===== config.mk =====
export PLATFORM = sky130hd
export DESIGN_NAME = egm_main_ctrl
export DESIGN_NICKNAME = d
export VERILOG_FILES = /design/src/egm_group_ctrl.v /design/src/egm_main_ctrl.v
export VERILOG_INCLUDE_DIRS = /design/src /design/src/src
export SDC_FILE = /design/constraint.sdc
export NUM_CORES = 1
export LEC_CHECK = 0
export ABC_AREA = 1
export BUFFER_PORTS_ARGS = -buffer_cell sky130_fd_sc_hd__buf_2
export CORE_ASPECT_RATIO = 1.2
export CORE_MARGIN = 5
export CORE_UTILIZATION = 49
export DETAILED_ROUTE_END_ITERATION = 10
export GPL_ROUTABILITY_DRIVEN = 0
export PLACE_DENSITY = 0.76
export SLEW_MARGIN = 20
export SYNTH_ARGS = -nofsm -noshare
export SYNTH_HDL_FRONTEND = slang
export SYNTH_SLANG_ARGS = --single-unit

===== constraint.sdc =====
create_clock -name clock_i -period 1.64 [get_ports clock_i]
set_input_delay 0.41 -clock clock_i [delete_from_list [all_inputs] [get_ports clock_i]]
set_output_delay 0.41 -clock clock_i [all_outputs]
set_load 0.02 [all_outputs]

===== src/egm_consts.vh =====
`ifndef EGM_CONSTS_VH
`define EGM_CONSTS_VH
// ----------------------------------------
// address map
// ----------------------------------------
`define EGM_ADDR_W 13
`define EGM_MAIN_CTRL0 13'h0400
`define EGM_MAIN_CTRL_BASE 13'h0400
`define EGM_GROUP_WIN_MASK 13'h003F
`define EGM_GROUP_SHIFT 6
`define EGM_IRQ_STATUS 13'h0410
`define EGM_IRQ_MASK 13'h0411
// ----------------------------------------
// main control fields
// ----------------------------------------
`define EGM_BIT_WR_ALL 7
`define EGM_BIT_OUT_EN 6
`define EGM_BIT_GIRQ_MASK 5
`define EGM_BIT_TONE_B_MASK 4
`define EGM_BIT_TONE_A_MASK 3
`define EGM_BIT_FORMAT 2
`define EGM_BIT_LAW 1
`define EGM_BIT_POWER_ON 0
`define EGM_CTRL_RESET 8'h00
`define EGM_GROUP_CTRL_MASK 8'h1F
// ----------------------------------------
// event bits
// ----------------------------------------
`define EGM_EV_WRITE 0
`define EGM_EV_TONE 1
`define EGM_EV_W 2
`endif


===== src/egm_group_ctrl.v =====
`timescale 1ns/100ps
`include "egm_consts.vh"
// ----------------------------------------
// per-group main control register
// ----------------------------------------
module egm_group_ctrl (
    input wire clock_i,
    input wire rst_b_i,
    input wire wr_i,
    input wire [7:0] wdata_i,
    input wire tone_a_i,
    input wire tone_b_i,
    output wire [7:0] ctrl_o,
    output wire tone_irq_o
);
    reg [7:0] ctrl_reg;

    // low five bits only; upper positions have no function here
    always @(posedge clock_i) begin
        if (!rst_b_i) begin
            ctrl_reg <= `EGM_CTRL_RESET; // RQ10
        end else if (wr_i) begin
            ctrl_reg <= wdata_i & `EGM_GROUP_CTRL_MASK; // RQ4
        end
    end

    assign ctrl_o = ctrl_reg;
    // per-detector masking
    assign tone_irq_o = (tone_a_i & ~ctrl_reg[`EGM_BIT_TONE_A_MASK]) |
                        (tone_b_i & ~ctrl_reg[`EGM_BIT_TONE_B_MASK]); // RQ9
endmodule // egm_group_ctrl


===== src/egm_main_ctrl.v =====
// Functional notes
// RQ1 - with broadcast write set, a write to the group 0 window reaches all sixteen groups.
// RQ2 - with broadcast write clear, each group answers only at its own address range.
// RQ3 - software sets broadcast write to initialise every group like group 0 in one pass.
// RQ4 - broadcast, output enable and global mask exist only in the group 0 register.
// RQ5 - serial outputs drive only when the enable bit and the enable pin are both high.
// RQ6 - if either the enable bit or the pin is low, both serial outputs float.
// RQ7 - global mask set blocks all tone interrupts while detectors keep running.
// RQ8 - global mask clear lets tone interrupts pass subject to per-detector masks.
// RQ9 - each group's A and B mask bits block that group's A and B tone interrupts.
// RQ10 - all control registers clear to zero at reset.
`timescale 1ns/100ps
`include "egm_consts.vh"
module egm_main_ctrl #(
    parameter NGROUPS = 16
) (
    input wire clock_i,
    input wire rst_b_i,
    input wire [12:0] addr_i,
    input wire [7:0] wdata_i,
    input wire wr_i,
    input wire rd_i,
    output reg [7:0] rdata_o,
    input wire out_en_pin_i,
    input wire rout_i,
    input wire sout_i,
    input wire [NGROUPS-1:0] tone_a_irq_i,
    input wire [NGROUPS-1:0] tone_b_irq_i,
    output reg rout_o,
    output reg rout_oe_o,
    output reg sout_o,
    output reg sout_oe_o,
    output reg tone_irq_o,
    output reg irq_o,
    output reg [NGROUPS-1:0] grp_sel_o,
    output reg grp_wr_o,
    output reg [5:0] grp_addr_o,
    output reg [7:0] grp_wdata_o,
    output reg [NGROUPS-1:0] power_on_o,
    output reg [NGROUPS-1:0] format_o,
    output reg [NGROUPS-1:0] law_o
);
    // ----------------------------------------
    // global bits of group 0, event status and mask, tone edge history
    // ----------------------------------------
    reg wr_all_reg;
    reg out_en_reg;
    reg girq_mask_reg;
    reg [`EGM_EV_W-1:0] irq_stat_reg;
    reg [`EGM_EV_W-1:0] irq_mask_reg;
    reg tone_prev_reg;

    wire [7:0] grp_ctrl [0:NGROUPS-1];
    wire [NGROUPS-1:0] grp_tone;
    wire [NGROUPS-1:0] grp_hit;
    wire [3:0] addr_grp;
    wire in_ctrl;
    wire ctrl_wr0;
    wire any_tone;
    wire tone_gated;
    wire drive_en;
    wire [`EGM_EV_W-1:0] ev_set;

    // control window decode: 0x400..0x40F
    assign in_ctrl = (addr_i[12:4] == `EGM_MAIN_CTRL_BASE >> 4);
    assign addr_grp = addr_i[3:0];
    assign ctrl_wr0 = wr_i & in_ctrl & (addr_grp == 4'h0);

    // ----------------------------------------
    // group instances and address decode
    // ----------------------------------------
    genvar g;
    generate
        for (g = 0; g < NGROUPS; g = g + 1) begin : gen_grp
            wire sel_own;
            wire ctrl_wr;
            assign sel_own = (addr_i[12:`EGM_GROUP_SHIFT] == g);
            // broadcast maps every group onto the group 0 range
            assign grp_hit[g] = wr_all_reg ? (addr_i[12:`EGM_GROUP_SHIFT] == 0) // RQ1
                                           : sel_own; // RQ2
            assign ctrl_wr = wr_i & in_ctrl &
                             (wr_all_reg ? (addr_grp == 4'h0) : (addr_grp == g)); // RQ1
            egm_group_ctrl u_grp (
                .clock_i(clock_i),
                .rst_b_i(rst_b_i),
                .wr_i(ctrl_wr),
                .wdata_i(wdata_i),
                .tone_a_i(tone_a_irq_i[g]),
                .tone_b_i(tone_b_irq_i[g]),
                .ctrl_o(grp_ctrl[g]),
                .tone_irq_o(grp_tone[g])
            );
        end
    endgenerate

    // ----------------------------------------
    // global control bits
    // ----------------------------------------
    always @(posedge clock_i) begin
        if (!rst_b_i) begin
            wr_all_reg <= 1'b0; // RQ10
            out_en_reg <= 1'b0;
            girq_mask_reg <= 1'b0;
        end else if (ctrl_wr0) begin
            wr_all_reg <= wdata_i[`EGM_BIT_WR_ALL]; // RQ4
            out_en_reg <= wdata_i[`EGM_BIT_OUT_EN];
            girq_mask_reg <= wdata_i[`EGM_BIT_GIRQ_MASK];
        end
    end

    // global gate on the combined tone request
    assign any_tone = |grp_tone;
    assign tone_gated = any_tone & ~girq_mask_reg; // RQ7 RQ8
    assign drive_en = out_en_reg & out_en_pin_i; // RQ5

    // ----------------------------------------
    // serial output drive
    // ----------------------------------------
    always @(posedge clock_i) begin
        if (!rst_b_i) begin
            rout_o <= 1'b0;
            sout_o <= 1'b0;
            rout_oe_o <= 1'b0;
            sout_oe_o <= 1'b0;
        end else begin
            rout_o <= rout_i;
            sout_o <= sout_i;
            rout_oe_o <= drive_en; // RQ5 RQ6
            sout_oe_o <= drive_en; // RQ6
        end
    end

    // ----------------------------------------
    // event status and mask
    // ----------------------------------------
    assign ev_set[`EGM_EV_WRITE] = ctrl_wr0;
    assign ev_set[`EGM_EV_TONE] = tone_gated & ~tone_prev_reg;

    always @(posedge clock_i) begin
        if (!rst_b_i) begin
            irq_stat_reg <= {`EGM_EV_W{1'b0}};
            irq_mask_reg <= {`EGM_EV_W{1'b0}};
            tone_prev_reg <= 1'b0;
        end else begin
            tone_prev_reg <= tone_gated;
            // set beats write-one-to-clear
            if (wr_i && addr_i == `EGM_IRQ_STATUS) begin
                irq_stat_reg <= (irq_stat_reg & ~wdata_i[`EGM_EV_W-1:0]) | ev_set;
            end else begin
                irq_stat_reg <= irq_stat_reg | ev_set;
            end
            if (wr_i && addr_i == `EGM_IRQ_MASK) begin
                irq_mask_reg <= wdata_i[`EGM_EV_W-1:0];
            end
        end
    end

    // ----------------------------------------
    // interrupt outputs
    // ----------------------------------------
    always @(posedge clock_i) begin
        if (!rst_b_i) begin
            tone_irq_o <= 1'b0;
            irq_o <= 1'b0;
        end else begin
            tone_irq_o <= tone_gated; // RQ7
            irq_o <= |(irq_stat_reg & irq_mask_reg);
        end
    end

    // ----------------------------------------
    // group register bus and decoded fields
    // ----------------------------------------
    integer i;
    always @(posedge clock_i) begin
        if (!rst_b_i) begin
            grp_sel_o <= {NGROUPS{1'b0}};
            grp_wr_o <= 1'b0;
            grp_addr_o <= 6'h00;
            grp_wdata_o <= 8'h00;
            power_on_o <= {NGROUPS{1'b0}};
            format_o <= {NGROUPS{1'b0}};
            law_o <= {NGROUPS{1'b0}};
        end else begin
            grp_sel_o <= (wr_i | rd_i) ? grp_hit : {NGROUPS{1'b0}}; // RQ1 RQ2
            grp_wr_o <= wr_i & (|grp_hit);
            grp_addr_o <= addr_i[5:0];
            grp_wdata_o <= wdata_i;
            for (i = 0; i < NGROUPS; i = i + 1) begin
                power_on_o[i] <= grp_ctrl[i][`EGM_BIT_POWER_ON];
                format_o[i] <= grp_ctrl[i][`EGM_BIT_FORMAT];
                law_o[i] <= grp_ctrl[i][`EGM_BIT_LAW];
            end
        end
    end

    // ----------------------------------------
    // register read port
    // ----------------------------------------
    always @(posedge clock_i) begin
        if (!rst_b_i) begin
            rdata_o <= 8'h00;
        end else if (rd_i) begin
            if (in_ctrl) begin
                if (addr_grp == 4'h0) begin
                    rdata_o <= grp_ctrl[0] | {wr_all_reg, out_en_reg, girq_mask_reg, 5'h00};
                end else begin
                    rdata_o <= grp_ctrl[addr_grp];
                end
            end else if (addr_i == `EGM_IRQ_STATUS) begin
                rdata_o <= {6'h00, irq_stat_reg};
            end else if (addr_i == `EGM_IRQ_MASK) begin
                rdata_o <= {6'h00, irq_mask_reg};
            end else begin
                rdata_o <= 8'h00;
            end
        end else begin
            rdata_o <= 8'h00;
        end
    end
endmodule // egm_main_ctrl


==> flow_summary.yaml, run 1 <==
outcome:
  status: "finished, final reports clean"
timing:
  slew_violations: 0
  hold_viol: 0
  setup_viol: 0
  finalClockSkew_ns: 0.0120
  tightest_slew_ns: 0.741
  setup_tns_ns: 0
  rsz0062_at_grt: "no"
  fmax_mhz: 686
  slew_headroom_pct: 50.4
  period_share_pct: 88.9
  holdWs_ns: 0.170
  period_needed_ns: 1.46
pwr:
  ir_worst_vdd_mv: 0.791
  power.total_mw: 8.98
  power.density_nw_per_um2: 994
  cellLeakagePower_nw: 4.83
clock_network:
  cts_tree: "yes"
  htreeDepth: 4
  cts_setup_buffers: 0
  cts_root_buf: "clkbuf_16"
  cts.sinks: 179
  clockBufferDepth: 2
  insertion_delay_ns: 0.43
  cts_buffers: 17
  clk_pin_slew_ns: 0.07
  postCtsHoldBufs: 0
global_route:
  grt_pass1_vias: 6555
  grt_pass1_wl_microns: 32500
  grt_max_degree: 88
  grt_usage_pct: 23.6
  grt_antenna_before_repair: 1
  grt_overflow: 0
route:
  wl_microns: 19900
  drtIter0Drc: 531
  viasPerCell: 5.03
  via_count: 7067
  ant_nets: 0
  wire_per_inst_microns: 14.2
  drc: 0
  drtPass1Iterations: 7
logic_synthesis:
  syn_area_per_cell_sq_um: 6.93
  synth_seq_cells: 179
  yosys_warnings: 0
  syn_nets: 1098
  yosysSeqAreaShare_pct: 49.8
  syn_inst: 1038
  syn_area_sq_um: 7200
  synth_cell_types: 29
floorplan:
  core_sq_um: 14400
  dieArea_sq_um: 17200
  ios: 153
  die-height_microns: 143
  start_util_pct: 49.9
  row_count: 48
  die-width_microns: 121
setup_path:
  cp.required_ns: 1.96
  slowest_delay_ns: 0.19
  slowest_stage: "nand2_1"
  setup.worst_path.start_class: "input pin"
  reg2regPathDepth: 7
  cp.arrival_ns: 1.78
  worst-setup-path-type: "input pin to register"
  crit_path_end_kind: "register"
  worst_path_most_repeated_cell: "nand2_1"
  cp_max_fo: 10
  crit_path_cell_trace: "buf_2 > inv_1 > buf_4 > nand2_1 > clkinv_1 > buf_4 > nand2_1 > o21ai_0 > nand2_1 > inv_2 > nor2_1 > nor2_1"
finish:
  n_fill_cell: 1316
  syn2layout_area_growth_pct: 25.6
  final_cell_mix: "nand2_1, nor2_1, dfxtp_1"
  layout_commonest_cell: "nand2_1"
  largest_reg_flops: 80
  nNetsFinal: 1277
  drive_gt1_share_pct: 20.3
run:
  drv_cap: 0
placed_design:
  port_buffers: 152
  dp_hpwl_microns: 14600
hold_path:
  hold_class: "input pin to register"
  worstHoldPathCells: 3
-- Yosys cell counts (all sizes together) --
library cell / count / area share [%]
dfxtp: 179 / 50
nand2: 259 / 14
o21ai: 114 / 7.9
o31ai: 2 / 0.21
a31oi: 1 / 0.087
a21oi: 22 / 1.5
clkbuf: 34 / 1.8
nand3: 13 / 0.97
inv: 156 / 8.1
o22ai: 9 / 0.78
nor3: 4 / 0.28
buf: 6 / 0.56
a22oi: 12 / 1.3
a21boi: 1 / 0.10
clkinv: 2 / 0.10
nor2: 206 / 11
o221ai: 2 / 0.24
nand4: 16 / 1.5
-- cell families after synthesis --
| kind of cell | after synthesis | share of synthesized area, % |
|---|---|---|
| AND/OR/NAND/NOR | 498 | 27.5 |
| buffers and inverters | 198 | 10.6 |
| flip-flops | 179 | 49.8 |
| AO/OA/AOI/OAI | 163 | 12.1 |
-- critical path, delay by kind of cell --
family | cells | cell delay [ns]
buffers and inverters | 6 | 0.72
and+or+nand+nor | 5 | 0.55
AOI/OAI and AO/OA | 1 | 0.10
-- where the power goes --
part           switching (mW)  internal [mW]
Clock                    1.68           2.37
Combinational           0.355          0.200
Sequential            0.00789           4.37
-- what timing repair did --
item                                   4_1_cts  5_1_grt
setup endpoints to repair                    0        1
resized for setup                            0        1
endpoints found under the hold margin        0        0
-- path summary, 6_finish.rpt --
kind                    from                          to  slack, ns
setup / recovery   addr_i[1]  gen_grp[1].u_grp.ctrl_o[0]       0.18
hold / removal        rout_i                      rout_o       0.17
setup reg to reg  wr_all_reg  gen_grp[7].u_grp.ctrl_o[4]       0.20
hold reg to reg   out_en_reg                   sout_oe_o       0.43
-- stage by stage --
| stage | utilization [%] | setup slack [ns] | area [sq um] | instances |
|---|---|---|---|---|
| 3_3_place_gp | 58.5 | -0.192 | 8430 | 1373 |
| 5_1_grt | 62.7 | 0.0119 | 9030 | 1405 |
| 6_report | 62.7 | 0.183 | 9030 | 1406 |
| 2_1_floorplan | - | 0.0237 | 7210 | 1038 |
| 4_1_cts | 62.6 | 0.213 | 9020 | 1404 |
| 3_5_place_dp | 58.5 | -0.203 | 8430 | 1373 |
-- area by class of cell --
type | instances | area [sq um] | area share [%]
multi-input combinational | 661 | 2870 | 31.7
antenna | 2 | 5.00 | 0.0554
tap | 175 | 219 | 2.42
sequential | 179 | 3580 | 39.7
clock inverter | 11 | 128 | 1.41
clock buffer | 20 | 467 | 5.17
timing repair buffer | 200 | 1170 | 13.0
inverter | 158 | 593 | 6.56
-- routing by layer --
layer  share of wire [%]  global-route usage, %
met1                  43                   30.6
met2                  47                   38.1
met3                 7.9                   5.35
met4                 2.5                   9.79
met5                   0                      0
Power figures use the tool's default switching activity.
==> run 2, diff against run 1 <==
- BUFFER_PORTS_ARGS: -buffer_cell sky130_fd_sc_hd__buf_2 -> -buffer_cell sky130_fd_sc_hd__buf_4
- GPL_TIMING_DRIVEN: unset -> 1
- clock period: 1.64 -> 1.21 ns (I/O delays scaled with it)
==> run 2 against run 1 <==
  * Sequential cell count stayed put
  * Sequential power grew 36%
  * Total power is 38% higher
  * Largest cell class unchanged
  * Combinational power grew 87%
  * Count of clock-buffer cells in the layout increased by 5
  * Utilization grew 13 points
  * The run now ends with negative setup slack left
  * Critical path depth shrank 2
==> flow_summary.yaml, run 2 (synthesis gave the netlist of run 1 again) <==
hold_path:
  holdCritStartpoint: "sout_i"
  hold_class: "input pin to register"
  hold_end: "sout_o"
  worstHoldPathCells: 3
setup_path:
  cp.arrival_ns: 1.73
  rr_startpoint: "wr_all_reg"
  cp.required_ns: 1.53
  r2r_slack_ns: -0.15
  crit_path_cell_trace: "buf_4 > nor2_4 > nand3_2 > nor2_4 > buf_4 > buf_12 > nand4_1 > buf_4 > o21ai_2 > nor2_1"
  cp_max_fo: 9
  worst-setup-path-type: "input pin to register"
  slowest_stage: "buf_4"
  cpLargestDelayFamily: "simple AND/OR/NAND/NOR gates"
  reg2regPathDepth: 6
  path_depth: 10
  worst_path_most_repeated_cell: "buf_4"
  setup.worst_path.start_class: "input pin"
  worst-path-buf-inv: 4
  r2r-end: "gen_grp[6].u_grp.ctrl_o[3]"
  slowest_delay_ns: 0.20
  crit_path_end_kind: "register"
global_route:
  grt_usage_pct: 25.0
  grt_overflow: 0
  met3_usage_pct: 5.15
  grt_max_degree: 60
  use_met2_pct: 40.9
  use_met1_pct: 32.5
  top_usage_layer: "met2"
  grt_pass1_wl_microns: 34300
  grt_pass1_vias: 7011
  grt_antenna_before_repair: 0
clock_network:
  postCtsHoldBufs: 0
  clk_pin_slew_ns: 0.06
  cts_tree: "yes"
  htreeDepth: 4
  cts.sinks: 179
  clockBufferDepth: 2
  cts_root_buf: "clkbuf_16"
  insertion_delay_ns: 0.44
  cts_buffers: 17
route:
  wl_microns: 24200
  drtIter0Drc: 807
  ant_nets: 0
  viasPerCell: 5.34
  via_count: 7848
  drc: 0
  drtPass1Iterations: 7
  wire_per_inst_microns: 16.5
outcome:
  violations: "negative setup slack"
  status: "complete, but fails checks"
timing:
  period_needed_ns: 1.41
  rsz0062_at_grt: "yes"
  period_share_pct: 116
  holdWs_ns: 0.0492
  fmax_mhz: 709
  setup_viol: 94
  hold_viol: 0
  layout_setup_ws_ns: -0.200
  slew_violations: 0
  tightest_slew_ns: 0.418
  finalClockSkew_ns: 0.0100
  slew_headroom_pct: 71.9
pwr:
  power.density_nw_per_um2: 1130
  ir_worst_vdd_mv: 0.937
  cellLeakagePower_nw: 5.49
floorplan:
  start_util_pct: 49.9
  dieArea_sq_um: 17200
  die-width_microns: 121
  row_count: 48
  core_sq_um: 14400
  ios: 153
  die-height_microns: 143
placed_design:
  dp_hpwl_microns: 15100
  placed_cells: 1420
  port_buffers: 152
run:
  drv_cap: 0
finish:
  largest_reg_flops: 80
  instances_no_fill: 1470
  syn2layout_area_growth_pct: 52.3
  nNetsFinal: 1345
  drive_gt1_share_pct: 39.6
  antennaDiodeCount: 0
  final_cell_mix: "nand2_1, buf_4, nor2_1"
  layout_commonest_cell: "nand2_1"
==> run 2: cell types whose count changed in the layout (fill, tap and decap cells not counted), sizes merged, moves of 2 or more <==
| cell | previous run | this run |
|---|---|---|
| buf | 200 | 265 |
| clkbuf | 20 | 25 |
| clkinv | 7 | 1 |
| diode | 2 | 0 |
| nand2 | 259 | 261 |
==> run 2: final cells by class <==
type,count,area [sq um]
Fill cell,960,3460
Inverter,158,666
Sequential cell,179,3640
Tap cell,175,219
Clock buffer,25,505
Clock inverter,4,72.6
Multi-Input combinational cell,663,3550
Timing Repair inverter,1,11.3
Timing Repair Buffer,265,2290
==> run 2: worst max path at each step <==
stage          startpoint                           to  slack, ns
2_1_floorplan   addr_i[9]   gen_grp[0].u_grp.ctrl_o[2]      -0.26
3_3_place_gp    addr_i[9]  gen_grp[13].u_grp.ctrl_o[0]      -0.41
3_5_place_dp    addr_i[1]   gen_grp[6].u_grp.ctrl_o[2]      -0.44
4_1_cts        wr_all_reg                     grp_wr_o      -0.06
5_1_grt         addr_i[7]              irq_mask_reg[0]      -0.24
6_report        addr_i[7]   gen_grp[6].u_grp.ctrl_o[3]      -0.20
==> run 2: repair_timing <==
item                                    CTS  global route
pin swaps                                20            87
endpoints found under the setup margin   90           147
resized for setup                        87           283
setup buffers                             8            11
gates cloned                              1             2
==> run 2: layer usage <==
| layer | vias to the layer above | routed length (microns) |
|---|---|---|
| met2 | 458 | 11600 |
| met5 | - | 0 |
| met1 | 3571 | 9270 |
| li1 | 3698 | - |
| met4 | 0 | 1360 |
| met3 | 121 | 2070 |
==> run 2: tightest hold or removal path, cell delays in order <==
cell     delay, ns
buf_4         0.07
nand2_1       0.04
inv_1         0.04
==> run 2: stage by stage <==
| step | power (mW) | util, % | TNS (ns) | cell area, sq um | setup WS (ns) |
|---|---|---|---|---|---|
| after floorplan | 6.49 | - | -14.31 | 7330 | -0.261 |
| after global placement | 6.93 | 64.0 | -36.44 | 9230 | -0.413 |
| after detailed placement | 6.94 | 64.0 | -38.62 | 9230 | -0.442 |
| after CTS | 12.3 | 69.7 | -0.342 | 10100 | -0.0550 |
| after global routing | 12.8 | 76.0 | -9.51 | 11000 | -0.237 |
| final | 12.4 | 76.0 | -5.56 | 11000 | -0.200 |
==> run 2: power by group <==
group | internal (mW) | switching, mW
Clock | 3.28 | 2.16
Sequential | 5.92 | 0.0146
Combinational | 0.425 | 0.615
Total | 9.63 | 2.79
==> run 3, diff against run 2 <==
- CORE_UTILIZATION: 49 -> 54
- PLACE_DENSITY: 0.76 -> 0.79
- REMOVE_ABC_BUFFERS: unset -> 1
- SLEW_MARGIN: 20 -> 30
- clock period: 1.21 -> 1.5 ns (I/O delays scaled with it)
==> run 3 against run 2 <==
  * The flow now finishes without violations
  * Worst hold slack gained 0.070 ns
  * Largest cell class unchanged
  * Die area fell by 8.6%
  * Total power decreased by 20%
  * Wire length decreased by 17%
  * Sequential power fell by 19%
  * Clock skew decreased by 0.0048 ns
  * Non-clock buffer count fell by 56
  * First-iteration DRC count shrank 37%
==> flow_summary.yaml, run 3 (synthesis gave the netlist of run 1 again) <==
placed_design:
  dp_hpwl_microns: 14500
  place_area_sq_um: 8820
  port_buffers: 152
  placed_cells: 1372
  dpl_worst_slack_ns: -0.387
hold_path:
  holdCritStartpoint: "rout_i"
  hold_class: "input pin to register"
timing:
  setup_viol: 0
  slew_headroom_pct: 69.5
  tightest_slew_ns: 0.457
  layout_setup_ws_ns: 0.0761
  hold_viol: 0
  slew_violations: 0
  holdWs_ns: 0.119
  fmax_mhz: 702
  period_needed_ns: 1.42
  setup_tns_ns: 0
  finalClockSkew_ns: 0.00521
  rsz0062_at_grt: "no"
  period_share_pct: 94.9
floorplan:
  die-height_microns: 136
  die-width_microns: 115
  dieArea_sq_um: 15700
  ios: 153
  start_util_pct: 54.8
  row_count: 46
  core_sq_um: 13100
setup_path:
  worst-setup-path-type: "register to register"
  startpoint: "wr_all_reg"
  crit_path_end_kind: "register"
  rr_startpoint: "wr_all_reg"
  setup.worst_path.start_class: "register"
  cp_max_fo: 11
  r2r_slack_ns: 0.08
  cp.arrival_ns: 1.79
  cp.required_ns: 1.87
finish:
  antennaDiodeCount: 0
  largest_reg_flops: 80
  layout_commonest_cell: "nand2_1"
  drive_gt1_share_pct: 21.8
  fin_util_pct: 72.0
  final_cell_mix: "nand2_1, buf_4, nor2_1"
  nNetsFinal: 1286
  syn2layout_area_growth_pct: 31.4
  n_fill_cell: 1087
  final_area_sq_um: 9450
  instances_no_fill: 1407
outcome:
  status: "finished, final reports clean"
clock_network:
  clk_pin_slew_ns: 0.06
  cts_root_buf: "clkbuf_16"
  insertion_delay_ns: 0.44
  cts_buffers: 17
  cts.sinks: 179
  cts_tree: "yes"
  htreeDepth: 4
  clockBufferDepth: 2
route:
  wl_met3_microns: 1250
  wl_microns: 20100
  drtPass1Iterations: 6
  top_layer: "met4"
  ant_nets: 0
  dr_wl_met2_microns: 10500
  drc: 0
  viasPerCell: 5.02
  met1_length_microns: 7740
  drtIter0Drc: 505
  wire_per_inst_microns: 14.3
  via_count: 7057
pwr:
  cellLeakagePower_nw: 4.88
  power.total_mw: 9.90
  ir_worst_vdd_mv: 0.816
  power.density_nw_per_um2: 1050
global_route:
  grt_max_degree: 88
  grt_usage_pct: 25.7
  grt_pass1_vias: 6678
  grt_antenna_before_repair: 0
  grt_pass1_wl_microns: 31700
  grt_overflow: 0
run:
  drv_cap: 0
[run 3: cell types whose count changed in the layout (fill, tap and decap cells not counted), sizes merged]
cell      previous run  this run
nand2              261       259
inv                159       157
clkinv               1         6
clkbuf              25        20
buf                265       209
clkinvlp             1         5
[run 3: repair_timing]
item / in CTS / in global routing
setup buffers: 0 / 3
resized for setup: 0 / 18
setup endpoints to repair: 0 / 56
hold buffers: 0 / 0
[run 3: final cells by class]
cell class	count	area [sq um]	area share (%)
Inverter	158	593	6.27
Timing Repair Buffer	209	1610	17.0
Sequential cell	179	3580	37.9
Clock buffer	20	467	4.94
Tap cell	168	210	2.22
Multi-Input combinational cell	661	2860	30.3
Clock inverter	12	130	1.38
[run 3: where the power goes]
group	switching [mW]	total, mW	internal [mW]
clock	1.87	4.45	2.58
sequential	0.00953	4.79	4.78
combinational	0.390	0.664	0.274
[run 3: layer usage]
| layer | vias up | GRT usage, % |
|---|---|---|
| met5 | - | 0 |
| met1 | 3197 | 29.2 |
| li1 | 3574 | - |
| met4 | 0 | 12.1 |
| met3 | 50 | 6.41 |
| met2 | 236 | 44.9 |
[run 3: path summary, 6_finish.rpt]
kind / endpoint / cells past startpoint
worst min register to register: sout_oe_o / 2
worst max-delay path: gen_grp[15].u_grp.ctrl_o[4] / 7
worst max register to register: gen_grp[15].u_grp.ctrl_o[4] / 7
worst min-delay path: rout_o / 3
[run 3: critical path, stage by stage, from the launching register on]
cell and delay [ns]:
dfxtp_2 0.36, clkinv_1 0.08, buf_4 0.18, o21ai_0 0.09
nand4_1 0.25, inv_1 0.22, nor2_1 0.06, nor2_1 0.12
